[src/inc/pms_regs.svh]
// register offsets, field positions, reset values and codes of the mirror probe selector
`ifndef PMS_REGS_SVH
`define PMS_REGS_SVH

// register map: three probes of four words each, then global words
`define PMS_NPROBE         3
`define PMS_OFF_FILTER     2'h0
`define PMS_OFF_PMASK      2'h1
`define PMS_OFF_PMASK_HI   2'h2
`define PMS_OFF_COPY       2'h3
`define PMS_ADDR_GLOBAL    8'h30
`define PMS_ADDR_STATUS    8'h34

// probe_filter_config fields
`define PMS_DIR_TX_BIT     0
`define PMS_DIR_RX_BIT     1
`define PMS_STN_DST_BIT    2
`define PMS_STN_SRC_BIT    3
`define PMS_VMODE_LSB      4
`define PMS_PHYS_BIT       6
`define PMS_CPU_LSB        8
`define PMS_RXCPU_LSB      12
`define PMS_VID_LSB        16
`define PMS_FILT_FIXED     32'h0FFF007F

// probe_copy_forward_config fields
`define PMS_DEST_LSB       0
`define PMS_QTAG_BIT       8
`define PMS_TXP_LSB        16
`define PMS_COPY_KEEP      32'h007F017F

// global word fields
`define PMS_FLOOD_BIT      0

// reset value of every register
`define PMS_RST_WORD       32'h00000000

// bus responses
`define PMS_RESP_OKAY      2'h0
`define PMS_RESP_SLVERR    2'h2

`endif

[src/inc/pms_pkg.sv]
// types shared by the mirror probe selector
package pms_pkg;
  // vlan filter modes, in field order
  typedef enum logic [1:0] {
    PMS_VLAN_ANY,
    PMS_VLAN_FLAG,
    PMS_VLAN_VID,
    PMS_VLAN_RSVD
  } pms_vlan_mode_t;
endpackage

[src/core/pms_probe_match.sv]
// filter evaluation of one mirror probe against one frame
`timescale 1ns/1ps
`default_nettype none
`include "pms_regs.svh"

module pms_probe_match #(
  parameter int NPORT  = 11, // front ports
  parameter int NCPU   = 2,  // cpu ports
  parameter int NCPUVD = 4,  // cpu and virtual device sources
  parameter int PIDX_W = 7   // port index width
) (
  input  wire logic [31:0]       cfg,       // probe_filter_config
  input  wire logic [63:0]       pmask,     // port mask, both words
  input  wire logic              flood_en,  // flooded_copy_enable
  input  wire logic [PIDX_W-1:0] phys_port, // physical ingress port
  input  wire logic [PIDX_W-1:0] masq_port, // masqueraded ingress port
  input  wire logic [NCPUVD-1:0] rx_cpuvd,  // cpu or virtual source, zero for front
  input  wire logic [NPORT-1:0]  dst_ports, // egress front ports
  input  wire logic [NCPU-1:0]   dst_cpus,  // destination cpu ports
  input  wire logic [11:0]       vid,       // classified vlan id
  input  wire logic              vlan_flag, // vlan_entry_copy_flag of the vlan
  input  wire logic              src_flag,  // source learned with mirror flag
  input  wire logic              dst_flag,  // destination learned with mirror flag
  input  wire logic              flooded,   // frame is flooded
  input  wire logic              acl_sel,   // classifier picked this probe
  output logic                   hit,       // probe wants a copy
  output logic                   rx_copy    // copy is of the receive kind
);
  logic [1:0]              dir;      // direction field
  logic [PIDX_W-1:0]       rx_port;  // port compared for receive
  logic                    rx_front; // receive front port selected
  logic                    rx_hit;   // receive direction matches
  logic                    tx_hit;   // transmit direction matches
  logic                    vlan_ok;  // vlan condition holds
  logic                    stn_ok;   // station condition holds
  logic                    acl_hit;  // classifier path matches
  pms_pkg::pms_vlan_mode_t vmode;    // vlan filter mode

  assign dir   = cfg[`PMS_DIR_RX_BIT:`PMS_DIR_TX_BIT];
  assign vmode = pms_pkg::pms_vlan_mode_t'(cfg[`PMS_VMODE_LSB +: 2]);
  // physical or masqueraded ingress port
  assign rx_port  = cfg[`PMS_PHYS_BIT] ? phys_port : masq_port;
  // front port ingress against port mask, one bit per port
  assign rx_front = (rx_cpuvd == '0) && (rx_port < PIDX_W'(NPORT)) && pmask[rx_port[5:0]];
  // receive: front port or cpu and virtual sources
  assign rx_hit = cfg[`PMS_DIR_RX_BIT] &
                  (rx_front | (|(rx_cpuvd & cfg[`PMS_RXCPU_LSB +: NCPUVD])));
  // transmit: egress ports or destination cpu ports
  assign tx_hit = cfg[`PMS_DIR_TX_BIT] &
                  ((|(dst_ports & pmask[NPORT-1:0])) | (|(dst_cpus & cfg[`PMS_CPU_LSB +: NCPU])));
  // station flags; every enabled bit must hold
  assign stn_ok = (~cfg[`PMS_STN_SRC_BIT] | src_flag) &
                  (~cfg[`PMS_STN_DST_BIT] | dst_flag | (flooded & flood_en));
  // classifier path only looks at direction
  assign acl_hit = acl_sel & (dir != 2'h0);

  // vlan condition per mode
  always_comb begin
    case (vmode)
      pms_pkg::PMS_VLAN_FLAG: vlan_ok = vlan_flag;
      pms_pkg::PMS_VLAN_VID:  vlan_ok = (vid == cfg[`PMS_VID_LSB +: 12]);
      default:                vlan_ok = 1'b1;
    endcase
  end

  // all enabled conditions together, or the classifier path
  assign hit     = ((rx_hit | tx_hit) & vlan_ok & stn_ok) | acl_hit;
  assign rx_copy = rx_hit | (acl_hit & dir[`PMS_DIR_RX_BIT]);
endmodule
`default_nettype wire

[src/core/pms_top.sv]
// mirror probe selector: three probes, priority pick, axi4-lite registers
// Contract
// - three independent probes, own filter sets
// - all enabled probe conditions must hold
// - highest matching probe wins, one copy
// - rx direction: ingress front ports in mask
// - tx direction: egress ports in mask
// - tx direction: destination cpu ports selected
// - vlan mode 2: vid must equal
// - vlan mode 1: vlan entry flag set
// - station bit1: source learned with flag
// - station bit0: destination flagged or flooded
// - classifier-picked frames check direction only
// - rx direction: cpu and virtual sources masked
// - per-probe physical or masqueraded ingress port
// - copy goes to probe destination port
// - rx copies unmodified, optional extra q-tag
// - tx copies edited as tx port
// - direction 2 is rx; mask bit per port
//
// The register offsets and the AXI4-Lite interface to the registers were decided locally.
`timescale 1ns/1ps
`default_nettype none
`include "pms_regs.svh"

module pms_top #(
  parameter int NPORT  = 11, // front ports
  parameter int NCPU   = 2,  // cpu ports
  parameter int NCPUVD = 4,  // cpu and virtual device sources
  parameter int PIDX_W = 7   // port index width
) (
  input  wire logic              ref_clk,         // core clock
  input  wire logic              rst,             // async reset, high
  // axi4-lite slave
  input  wire logic [7:0]        s_axi_awaddr,    // write address
  input  wire logic              s_axi_awvalid,   // write address valid
  output var  logic              s_axi_awready,   // write address ready
  input  wire logic [31:0]       s_axi_wdata,     // write data
  input  wire logic [3:0]        s_axi_wstrb,     // write byte strobes
  input  wire logic              s_axi_wvalid,    // write data valid
  output var  logic              s_axi_wready,    // write data ready
  output var  logic [1:0]        s_axi_bresp,     // write response
  output var  logic              s_axi_bvalid,    // write response valid
  input  wire logic              s_axi_bready,    // write response ready
  input  wire logic [7:0]        s_axi_araddr,    // read address
  input  wire logic              s_axi_arvalid,   // read address valid
  output var  logic              s_axi_arready,   // read address ready
  output var  logic [31:0]       s_axi_rdata,     // read data
  output var  logic [1:0]        s_axi_rresp,     // read response
  output var  logic              s_axi_rvalid,    // read data valid
  input  wire logic              s_axi_rready,    // read data ready
  // frame attributes from the analyzer
  input  wire logic              frm_valid,       // attributes valid, one cycle
  input  wire logic [PIDX_W-1:0] frm_phys_port,   // physical ingress port
  input  wire logic [PIDX_W-1:0] frm_masq_port,   // masqueraded ingress port
  input  wire logic [NCPUVD-1:0] frm_rx_cpuvd,    // cpu or virtual source
  input  wire logic [NPORT-1:0]  frm_dst_ports,   // egress front ports
  input  wire logic [NCPU-1:0]   frm_dst_cpus,    // destination cpu ports
  input  wire logic [11:0]       frm_vid,         // classified vlan id
  input  wire logic              frm_vlan_flag,   // vlan_entry_copy_flag
  input  wire logic              frm_src_flag,    // source station flag
  input  wire logic              frm_dst_flag,    // destination station flag
  input  wire logic              frm_flooded,     // flooded frame
  input  wire logic [2:0]        frm_acl_probe,   // classifier probe picks
  // mirror decision to queue forwarding and rewriter
  output var  logic              mir_valid,       // decision valid, one cycle
  output var  logic              mir_copy,        // make one copy
  output var  logic [1:0]        mir_probe,       // probe that decided
  output var  logic [PIDX_W-1:0] mir_dest_port,   // copy_destination_port
  output var  logic              mir_rx_copy,     // send as received
  output var  logic [PIDX_W-1:0] mir_tx_port,     // port to edit as, tx copies
  output var  logic              mir_add_qtag     // add remote mirror q-tag
);
  localparam int NPROBE = `PMS_NPROBE; // probe count

  // parameter checks
  if (NPORT < 1 || NPORT > 64) begin : g_bad_nport
    $error("NPORT must be 1 to 64");
  end
  if (NCPU < 1 || NCPU > 4 || NCPUVD < 1 || NCPUVD > 4) begin : g_bad_ncpu
    $error("NCPU and NCPUVD must be 1 to 4");
  end
  if (PIDX_W != 7) begin : g_bad_pidx
    $error("PIDX_W must be 7");
  end

  // writable bits of the port mask and filter words
  localparam logic [63:0] PM_KEEP   = (NPORT == 64) ? 64'hFFFFFFFFFFFFFFFF :
                                      ((64'h1 << NPORT) - 64'h1);
  localparam logic [31:0] FILT_KEEP = `PMS_FILT_FIXED |
                                      (((32'h1 << NCPUVD) - 32'h1) << `PMS_RXCPU_LSB) |
                                      (((32'h1 << NCPU) - 32'h1) << `PMS_CPU_LSB);

  logic [31:0]       cfg_reg     [NPROBE]; // probe_filter_config
  logic [31:0]       pmask_reg   [NPROBE]; // probe_port_mask
  logic [31:0]       pmask_hi_reg[NPROBE]; // probe_port_mask_upper
  logic [31:0]       copy_reg    [NPROBE]; // probe_copy_forward_config
  logic              flood_reg;            // flooded_copy_enable
  logic [15:0]       cnt_reg;              // copies made, wraps
  logic [7:0]        awaddr_reg;           // held write address
  logic [31:0]       wdata_reg;            // held write data
  logic [3:0]        wstrb_reg;            // held write strobes
  logic              do_write;             // both halves held, no response out
  logic [4:0]        wdec;                 // decoded write address
  logic [NPROBE-1:0] hit;                  // per probe match
  logic [NPROBE-1:0] rxk;                  // per probe copy kind
  logic              sel_any;              // some probe matched
  logic [1:0]        sel_idx;              // highest matching probe

  // address decode: [4] probe word, [3:2] probe, [1:0] word
  function automatic logic [4:0] pms_decode(input logic [7:0] a);
    pms_decode = {(a < `PMS_ADDR_GLOBAL) && (a[1:0] == 2'h0), a[5:4], a[3:2]};
  endfunction

  // byte strobe merge
  function automatic logic [31:0] pms_merge(input logic [31:0] old_w,
                                            input logic [31:0] new_w,
                                            input logic [3:0]  strb);
    pms_merge = old_w;
    for (int b = 0; b < 4; b++) begin
      if (strb[b]) begin
        pms_merge[8*b +: 8] = new_w[8*b +: 8];
      end
    end
  endfunction

  // read mux, {error, data}
  function automatic logic [32:0] pms_read(input logic [7:0] a);
    logic [4:0] d;
    d = pms_decode(a);
    pms_read = {1'b0, `PMS_RST_WORD};
    if (d[4]) begin
      case (d[1:0])
        `PMS_OFF_FILTER:   pms_read = {1'b0, cfg_reg[d[3:2]]};
        `PMS_OFF_PMASK:    pms_read = {1'b0, pmask_reg[d[3:2]]};
        `PMS_OFF_PMASK_HI: pms_read = {1'b0, pmask_hi_reg[d[3:2]]};
        default:           pms_read = {1'b0, copy_reg[d[3:2]]};
      endcase
    end else if (a == `PMS_ADDR_GLOBAL) begin
      pms_read = {1'b0, 31'h0, flood_reg};
    end else if (a == `PMS_ADDR_STATUS) begin
      pms_read = {1'b0, cnt_reg, 13'h0, mir_copy, mir_probe};
    end else begin
      pms_read = {1'b1, `PMS_RST_WORD};
    end
  endfunction

  assign do_write = ~s_axi_awready & ~s_axi_wready & ~s_axi_bvalid;
  assign wdec     = pms_decode(awaddr_reg);

  // write address channel: take once, reopen after the response
  always_ff @(posedge ref_clk or posedge rst) begin
    if (rst) begin
      s_axi_awready <= 1'b1;
      awaddr_reg    <= 8'h00;
    end else if (s_axi_awvalid && s_axi_awready) begin
      s_axi_awready <= 1'b0;
      awaddr_reg    <= s_axi_awaddr;
    end else if (s_axi_bvalid && s_axi_bready) begin
      s_axi_awready <= 1'b1;
    end
  end

  // write data channel: independent of the address
  always_ff @(posedge ref_clk or posedge rst) begin
    if (rst) begin
      s_axi_wready <= 1'b1;
      wdata_reg    <= `PMS_RST_WORD;
      wstrb_reg    <= 4'h0;
    end else if (s_axi_wvalid && s_axi_wready) begin
      s_axi_wready <= 1'b0;
      wdata_reg    <= s_axi_wdata;
      wstrb_reg    <= s_axi_wstrb;
    end else if (s_axi_bvalid && s_axi_bready) begin
      s_axi_wready <= 1'b1;
    end
  end

  // write response: unmapped addresses answer slverr
  always_ff @(posedge ref_clk or posedge rst) begin
    if (rst) begin
      s_axi_bvalid <= 1'b0;
      s_axi_bresp  <= `PMS_RESP_OKAY;
    end else if (do_write) begin
      s_axi_bvalid <= 1'b1;
      s_axi_bresp  <= (wdec[4] || awaddr_reg == `PMS_ADDR_GLOBAL ||
                       awaddr_reg == `PMS_ADDR_STATUS) ? `PMS_RESP_OKAY : `PMS_RESP_SLVERR;
    end else if (s_axi_bready) begin
      s_axi_bvalid <= 1'b0;
    end
  end

  // probe register file, one set of four words per probe
  always_ff @(posedge ref_clk or posedge rst) begin
    if (rst) begin
      for (int i = 0; i < NPROBE; i++) begin
        cfg_reg[i]      <= `PMS_RST_WORD;
        pmask_reg[i]    <= `PMS_RST_WORD;
        pmask_hi_reg[i] <= `PMS_RST_WORD;
        copy_reg[i]     <= `PMS_RST_WORD;
      end
    end else if (do_write && wdec[4]) begin
      case (wdec[1:0])
        // reserved bits stay zero
        `PMS_OFF_FILTER: begin
          cfg_reg[wdec[3:2]] <= pms_merge(cfg_reg[wdec[3:2]], wdata_reg, wstrb_reg) & FILT_KEEP;
        end
        // bits above the last port stay zero
        `PMS_OFF_PMASK: begin
          pmask_reg[wdec[3:2]] <= pms_merge(pmask_reg[wdec[3:2]], wdata_reg, wstrb_reg) &
                                  PM_KEEP[31:0];
        end
        `PMS_OFF_PMASK_HI: begin
          pmask_hi_reg[wdec[3:2]] <= pms_merge(pmask_hi_reg[wdec[3:2]], wdata_reg,
                                               wstrb_reg) & PM_KEEP[63:32];
        end
        default: begin
          copy_reg[wdec[3:2]] <= pms_merge(copy_reg[wdec[3:2]], wdata_reg, wstrb_reg) &
                                 `PMS_COPY_KEEP;
        end
      endcase
    end
  end

  // global word: flood copy enable
  always_ff @(posedge ref_clk or posedge rst) begin
    if (rst) begin
      flood_reg <= 1'b0;
    end else if (do_write && awaddr_reg == `PMS_ADDR_GLOBAL && wstrb_reg[0]) begin
      flood_reg <= wdata_reg[`PMS_FLOOD_BIT];
    end
  end

  // read channel: answer one cycle after the address is taken
  always_ff @(posedge ref_clk or posedge rst) begin
    if (rst) begin
      s_axi_arready <= 1'b1;
      s_axi_rvalid  <= 1'b0;
      s_axi_rdata   <= `PMS_RST_WORD;
      s_axi_rresp   <= `PMS_RESP_OKAY;
    end else if (s_axi_arvalid && s_axi_arready) begin
      s_axi_arready <= 1'b0;
      s_axi_rvalid  <= 1'b1;
      {s_axi_rresp[1], s_axi_rdata} <= pms_read(s_axi_araddr); // error bit marks slverr
      s_axi_rresp[0] <= 1'b0;
    end else if (s_axi_rvalid && s_axi_rready) begin
      s_axi_arready <= 1'b1;
      s_axi_rvalid  <= 1'b0;
    end
  end

  // one filter evaluator per probe
  for (genvar p = 0; p < NPROBE; p++) begin : g_probe
    pms_probe_match #(
      .NPORT  (NPORT),
      .NCPU   (NCPU),
      .NCPUVD (NCPUVD),
      .PIDX_W (PIDX_W)
    ) u_match (
      .cfg       (cfg_reg[p]),
      .pmask     ({pmask_hi_reg[p], pmask_reg[p]}),
      .flood_en  (flood_reg),
      .phys_port (frm_phys_port),
      .masq_port (frm_masq_port),
      .rx_cpuvd  (frm_rx_cpuvd),
      .dst_ports (frm_dst_ports),
      .dst_cpus  (frm_dst_cpus),
      .vid       (frm_vid),
      .vlan_flag (frm_vlan_flag),
      .src_flag  (frm_src_flag),
      .dst_flag  (frm_dst_flag),
      .flooded   (frm_flooded),
      .acl_sel   (frm_acl_probe[p]),
      .hit       (hit[p]),
      .rx_copy   (rxk[p])
    );
  end

  // priority pick: later probes overwrite, so the highest wins
  always_comb begin
    sel_any = 1'b0;
    sel_idx = 2'h0;
    for (int i = 0; i < NPROBE; i++) begin
      if (hit[i]) begin
        sel_any = 1'b1;
        sel_idx = i[1:0];
      end
    end
  end

  // registered decision, one per frame
  always_ff @(posedge ref_clk or posedge rst) begin
    if (rst) begin
      mir_valid     <= 1'b0;
      mir_copy      <= 1'b0;
      mir_probe     <= 2'h0;
      mir_dest_port <= '0;
      mir_rx_copy   <= 1'b0;
      mir_tx_port   <= '0;
      mir_add_qtag  <= 1'b0;
    end else begin
      mir_valid <= frm_valid;
      if (frm_valid) begin
        // no match leaves every copy field quiet
        mir_copy      <= sel_any;
        mir_probe     <= sel_idx;
        mir_dest_port <= sel_any ? copy_reg[sel_idx][`PMS_DEST_LSB +: PIDX_W] : '0;
        mir_rx_copy   <= sel_any & rxk[sel_idx];
        mir_tx_port   <= (sel_any & ~rxk[sel_idx]) ?
                         copy_reg[sel_idx][`PMS_TXP_LSB +: PIDX_W] : '0;
        mir_add_qtag  <= sel_any & copy_reg[sel_idx][`PMS_QTAG_BIT];
      end
    end
  end

  // copy counter shown in the status word
  always_ff @(posedge ref_clk or posedge rst) begin
    if (rst) begin
      cnt_reg <= 16'h0000;
    end else if (frm_valid && sel_any) begin
      cnt_reg <= cnt_reg + 16'h0001;
    end
  end
endmodule
`default_nettype wire

[config.mk]
export PLATFORM = sky130hd
export DESIGN_NAME = pms_top
export DESIGN_NICKNAME = d
export VERILOG_FILES = /design/src/inc/pms_pkg.sv /design/src/core/pms_probe_match.sv /design/src/core/pms_top.sv
export VERILOG_INCLUDE_DIRS = /design/src /design/src/inc
export SDC_FILE = /design/constraint.sdc
export NUM_CORES = 1
export LEC_CHECK = 0
export BUFFER_PORTS_ARGS = -buffer_cell sky130_fd_sc_hd__buf_2
export CORE_MARGIN = 10
export CORE_UTILIZATION = 30
export CTS_CLUSTER_SIZE = 12
export DETAILED_ROUTE_END_ITERATION = 10
export GPL_TIMING_DRIVEN = 0
export SYNTH_ARGS = -nofsm -noshare
export SYNTH_HDL_FRONTEND = slang
export SYNTH_SLANG_ARGS = --single-unit
[constraint.sdc]
create_clock -name ref_clk -period 11.7 [get_ports ref_clk]
set_input_delay 0.585 -clock ref_clk [delete_from_list [all_inputs] [get_ports ref_clk]]
set_output_delay 0.585 -clock ref_clk [all_outputs]
set_load 0.1 [all_outputs]
==> metrics.txt <==
Clock power frac 0.266; CTS tree done; cell count after synthesis 1,820; ratio of cells with drive above 1 in the final layout 0.2451; Power Density 211.7 nW/um^2; sequential cell area fraction in the yosys report 0.4622; Async SR Flop Fraction 1.000; Sw Ratio 0.4089; CP startpoint kind flop; clock latency on the worst-skew pair 590 ps; internal power 0.002881 W; H-tree level count 2; Tot GR Track Use 0.1906; starting density of the core 0.3042; outcome finished, final reports clean; # resized after CTS 0; crit-path max FO 8; main area contributors after synthesis dfrtp_1, mux2_2, mux2i_1; headroom to the max-slew limit 0.1142; Max Cap Viol 0; fin crit period 4023 ps; #FFs+latches synth 364; Core Box Area 64,810 um^2; Area Overhead vs Synth 16.76%; cell area after synthesis 19,720 um^2; DRC Markers 0; Synth Area in Compound Gates 0.1396; sequential share of power 0.369; total power 0.004875 W; Post-Synth Simple-Gate Area 0.1218; Initial DRC Count 1,598; global routing usage on met2 0.2997; number of setup violations in the final report 0; Crit Path Category flop to flop; number of flip-flops under the largest register name 96; Synth warnings 0; Critical Path RT 12,200 ps; top_reg_cell synth dfrtp_1; Sink Count 364; ratio of final minimum period to clock period 0.3438; DR pass1 iterations 6; most numerous cell in the Yosys netlist dfrtp_1; met3 usage 0.03500; Rows 93; ANT nets after route 0; Mean Syn Cell Area 10.83 um^2; diodes inserted 0; routed vias 16.31k; Final Hold Fails 0; die width 276.4 um; total CTS buffers 42; leakage 10.68 nW; CP arrival 4520 ps; Cell variety after synth 76; total global routing overflow 0; clock buffer depth 3; routed len/inst 26.11 um; largest net degree at the start of global routing 130; largest family of logic cells by synthesized area multiplexers; vias in the first global route 16.32k; Peak Freq 248.6 MHz; RSZ-0062 raised after global routing false; Post-synth top cells dfrtp_1, mux2_2, mux2i_1, nor2_1, nand2_1; post-synth top area cell dfrtp_1; DRT Wirelength 76,010 um; EDFF count, synth 0; setup tns final 0 ps; CTS Root Cell clkbuf_16; fin. max-slew vios 0; Vias per Instance 5.602; first-pass GRT wire length 111,500 um; initial antenna violation count 4; Comb power frac 0.365; Final nets 2,146; detailed-placement wirelength estimate 58,080 um; mux contribution to synthesized area 0.2158; IO Port Bufs 160; CTS clk-pin slew, worst paths 60 ps; clock skew 27.58 ps; Final Wtd Congestion 0.9514; die height 276.4 um; CTS Hold Bufs 0; CP Capture Type flop; Yosys top cell area share 0.4582; met1 usage 0.2563; worst hold path class primary input to async pin; Worst Tran Pin Value 1322 ps; Adder-Cell Fraction of Synth Area 0.004442; # Post-CTS Setup Buffers 0; switching power 0.001993 W; Max IR drop VDD 0.09614 mV; Synth Area in XOR/XNOR 0.02266; die area 76,370 um^2; global route hottest layer met2; I/O pin total 171
==> power groups by stage <==
stage               Clock [W]  Combinational [W]  Sequential (W)
finish                0.00129            0.00178         0.00180
global route          0.00137            0.00189         0.00182
CTS                   0.00131            0.00177         0.00179
detailed placement          0            0.00176         0.00181
global placement            0            0.00172         0.00180
floorplan                   0            0.00108         0.00183
==> worst max-delay path, cell delays in order (launching register included) <==
cell and delay, ps:
dfrtp_1 420, xnor2_1 210, nand4_1 140, nor4_1 840, a2111oi_1 130, clkdlybuf4s18_2 310, nor4_2 460, nor2b_1 310
o2111a_2 350, a211oi_4 490, a32o_1 260
==> layer usage <==
metal,vias to the layer above,routed length (um)
met3,130,5406
met1,8365,33300
li1,7056,-
met5,-,41
met4,6,2828
met2,750,34430
==> stage by stage <==
stage	hold slack, ps	util	setup slack [ps]	std cells	area (um^2)
floorplan	442.0	-	1016	1821	19720
global placement	461.3	0.3331	-2986	2836	21590
detailed placement	461.9	0.3347	7481	2840	21690
CTS	26.29	0.3552	7760	2911	23020
global route	58.04	0.3552	7670	2911	23020
finish	17.99	0.3552	7677	2911	23020
==> cell type report <==
type	instances	area (um^2)
repair buffers	164	893.4
inverters	33	131.4
fillers	6491	41790
clock inverters	12	113.9
well taps	855	1070
flip-flops and latches	364	9112
clock buffers	59	1215
multi-input cells	1302	9951
plain buffers	122	534.3
==> worst paths after layout <==
kind                                                end                       start  cells past startpoint  slack (ps)
max                          mir_tx_port[6]$_DFFE_PP0P_     cfg_reg[18]$_DFFE_PP0P_                     10        7680
min in group ref_clk           s_axi_wready$_DFFE_PP1P_                s_axi_wvalid                      2         170
max reg2reg                  mir_tx_port[6]$_DFFE_PP0P_     cfg_reg[18]$_DFFE_PP0P_                     10        7680
max in group asynchronous      copy_reg[37]$_DFFE_PP0P_                         rst                      4       10160
min reg2reg                  s_axi_rdata[0]$_DFFE_PP0P_  s_axi_rdata[0]$_DFFE_PP0P_                      2         480
min                        pmask_hi_reg[89]$_DFFE_PP0P_                         rst                      2          20
==> cells by family after synthesis <==
| family | after synthesis |
|---|---|
| AND/OR/NAND/NOR | 467 |
| AO/OA/AOI/OAI | 395 |
| multiplexers | 380 |
| flip-flops | 364 |
| buffers and inverters | 155 |
| XOR/XNOR | 51 |
| adder cells (fa/ha/maj) | 7 |
| other | 1 |
==> placed cells by master (no fill, tap or decap), types with 17 or more instances in the layout <==
cell type  netlist  layout
xor2_1          21      21
nand3_1         22      22
o21ai_0         69      69
and2_1          61      61
dfrtp_1        361     361
a22oi_1         33      33
clkbuf_1        81      88
xnor2_1         30      30
nor2_1         135     135
buf_1           18      18
a22o_1          17      17
buf_2           10     170
a21oi_1         84      84
nor2b_1         70      70
nand2_1         91      91
mux2i_1        155     155
inv_1           33      32
clkbuf_16        0      42
a211oi_1        57      57
mux2_2         205     205
No activity file was read; power rests on OpenSTA's default activity.
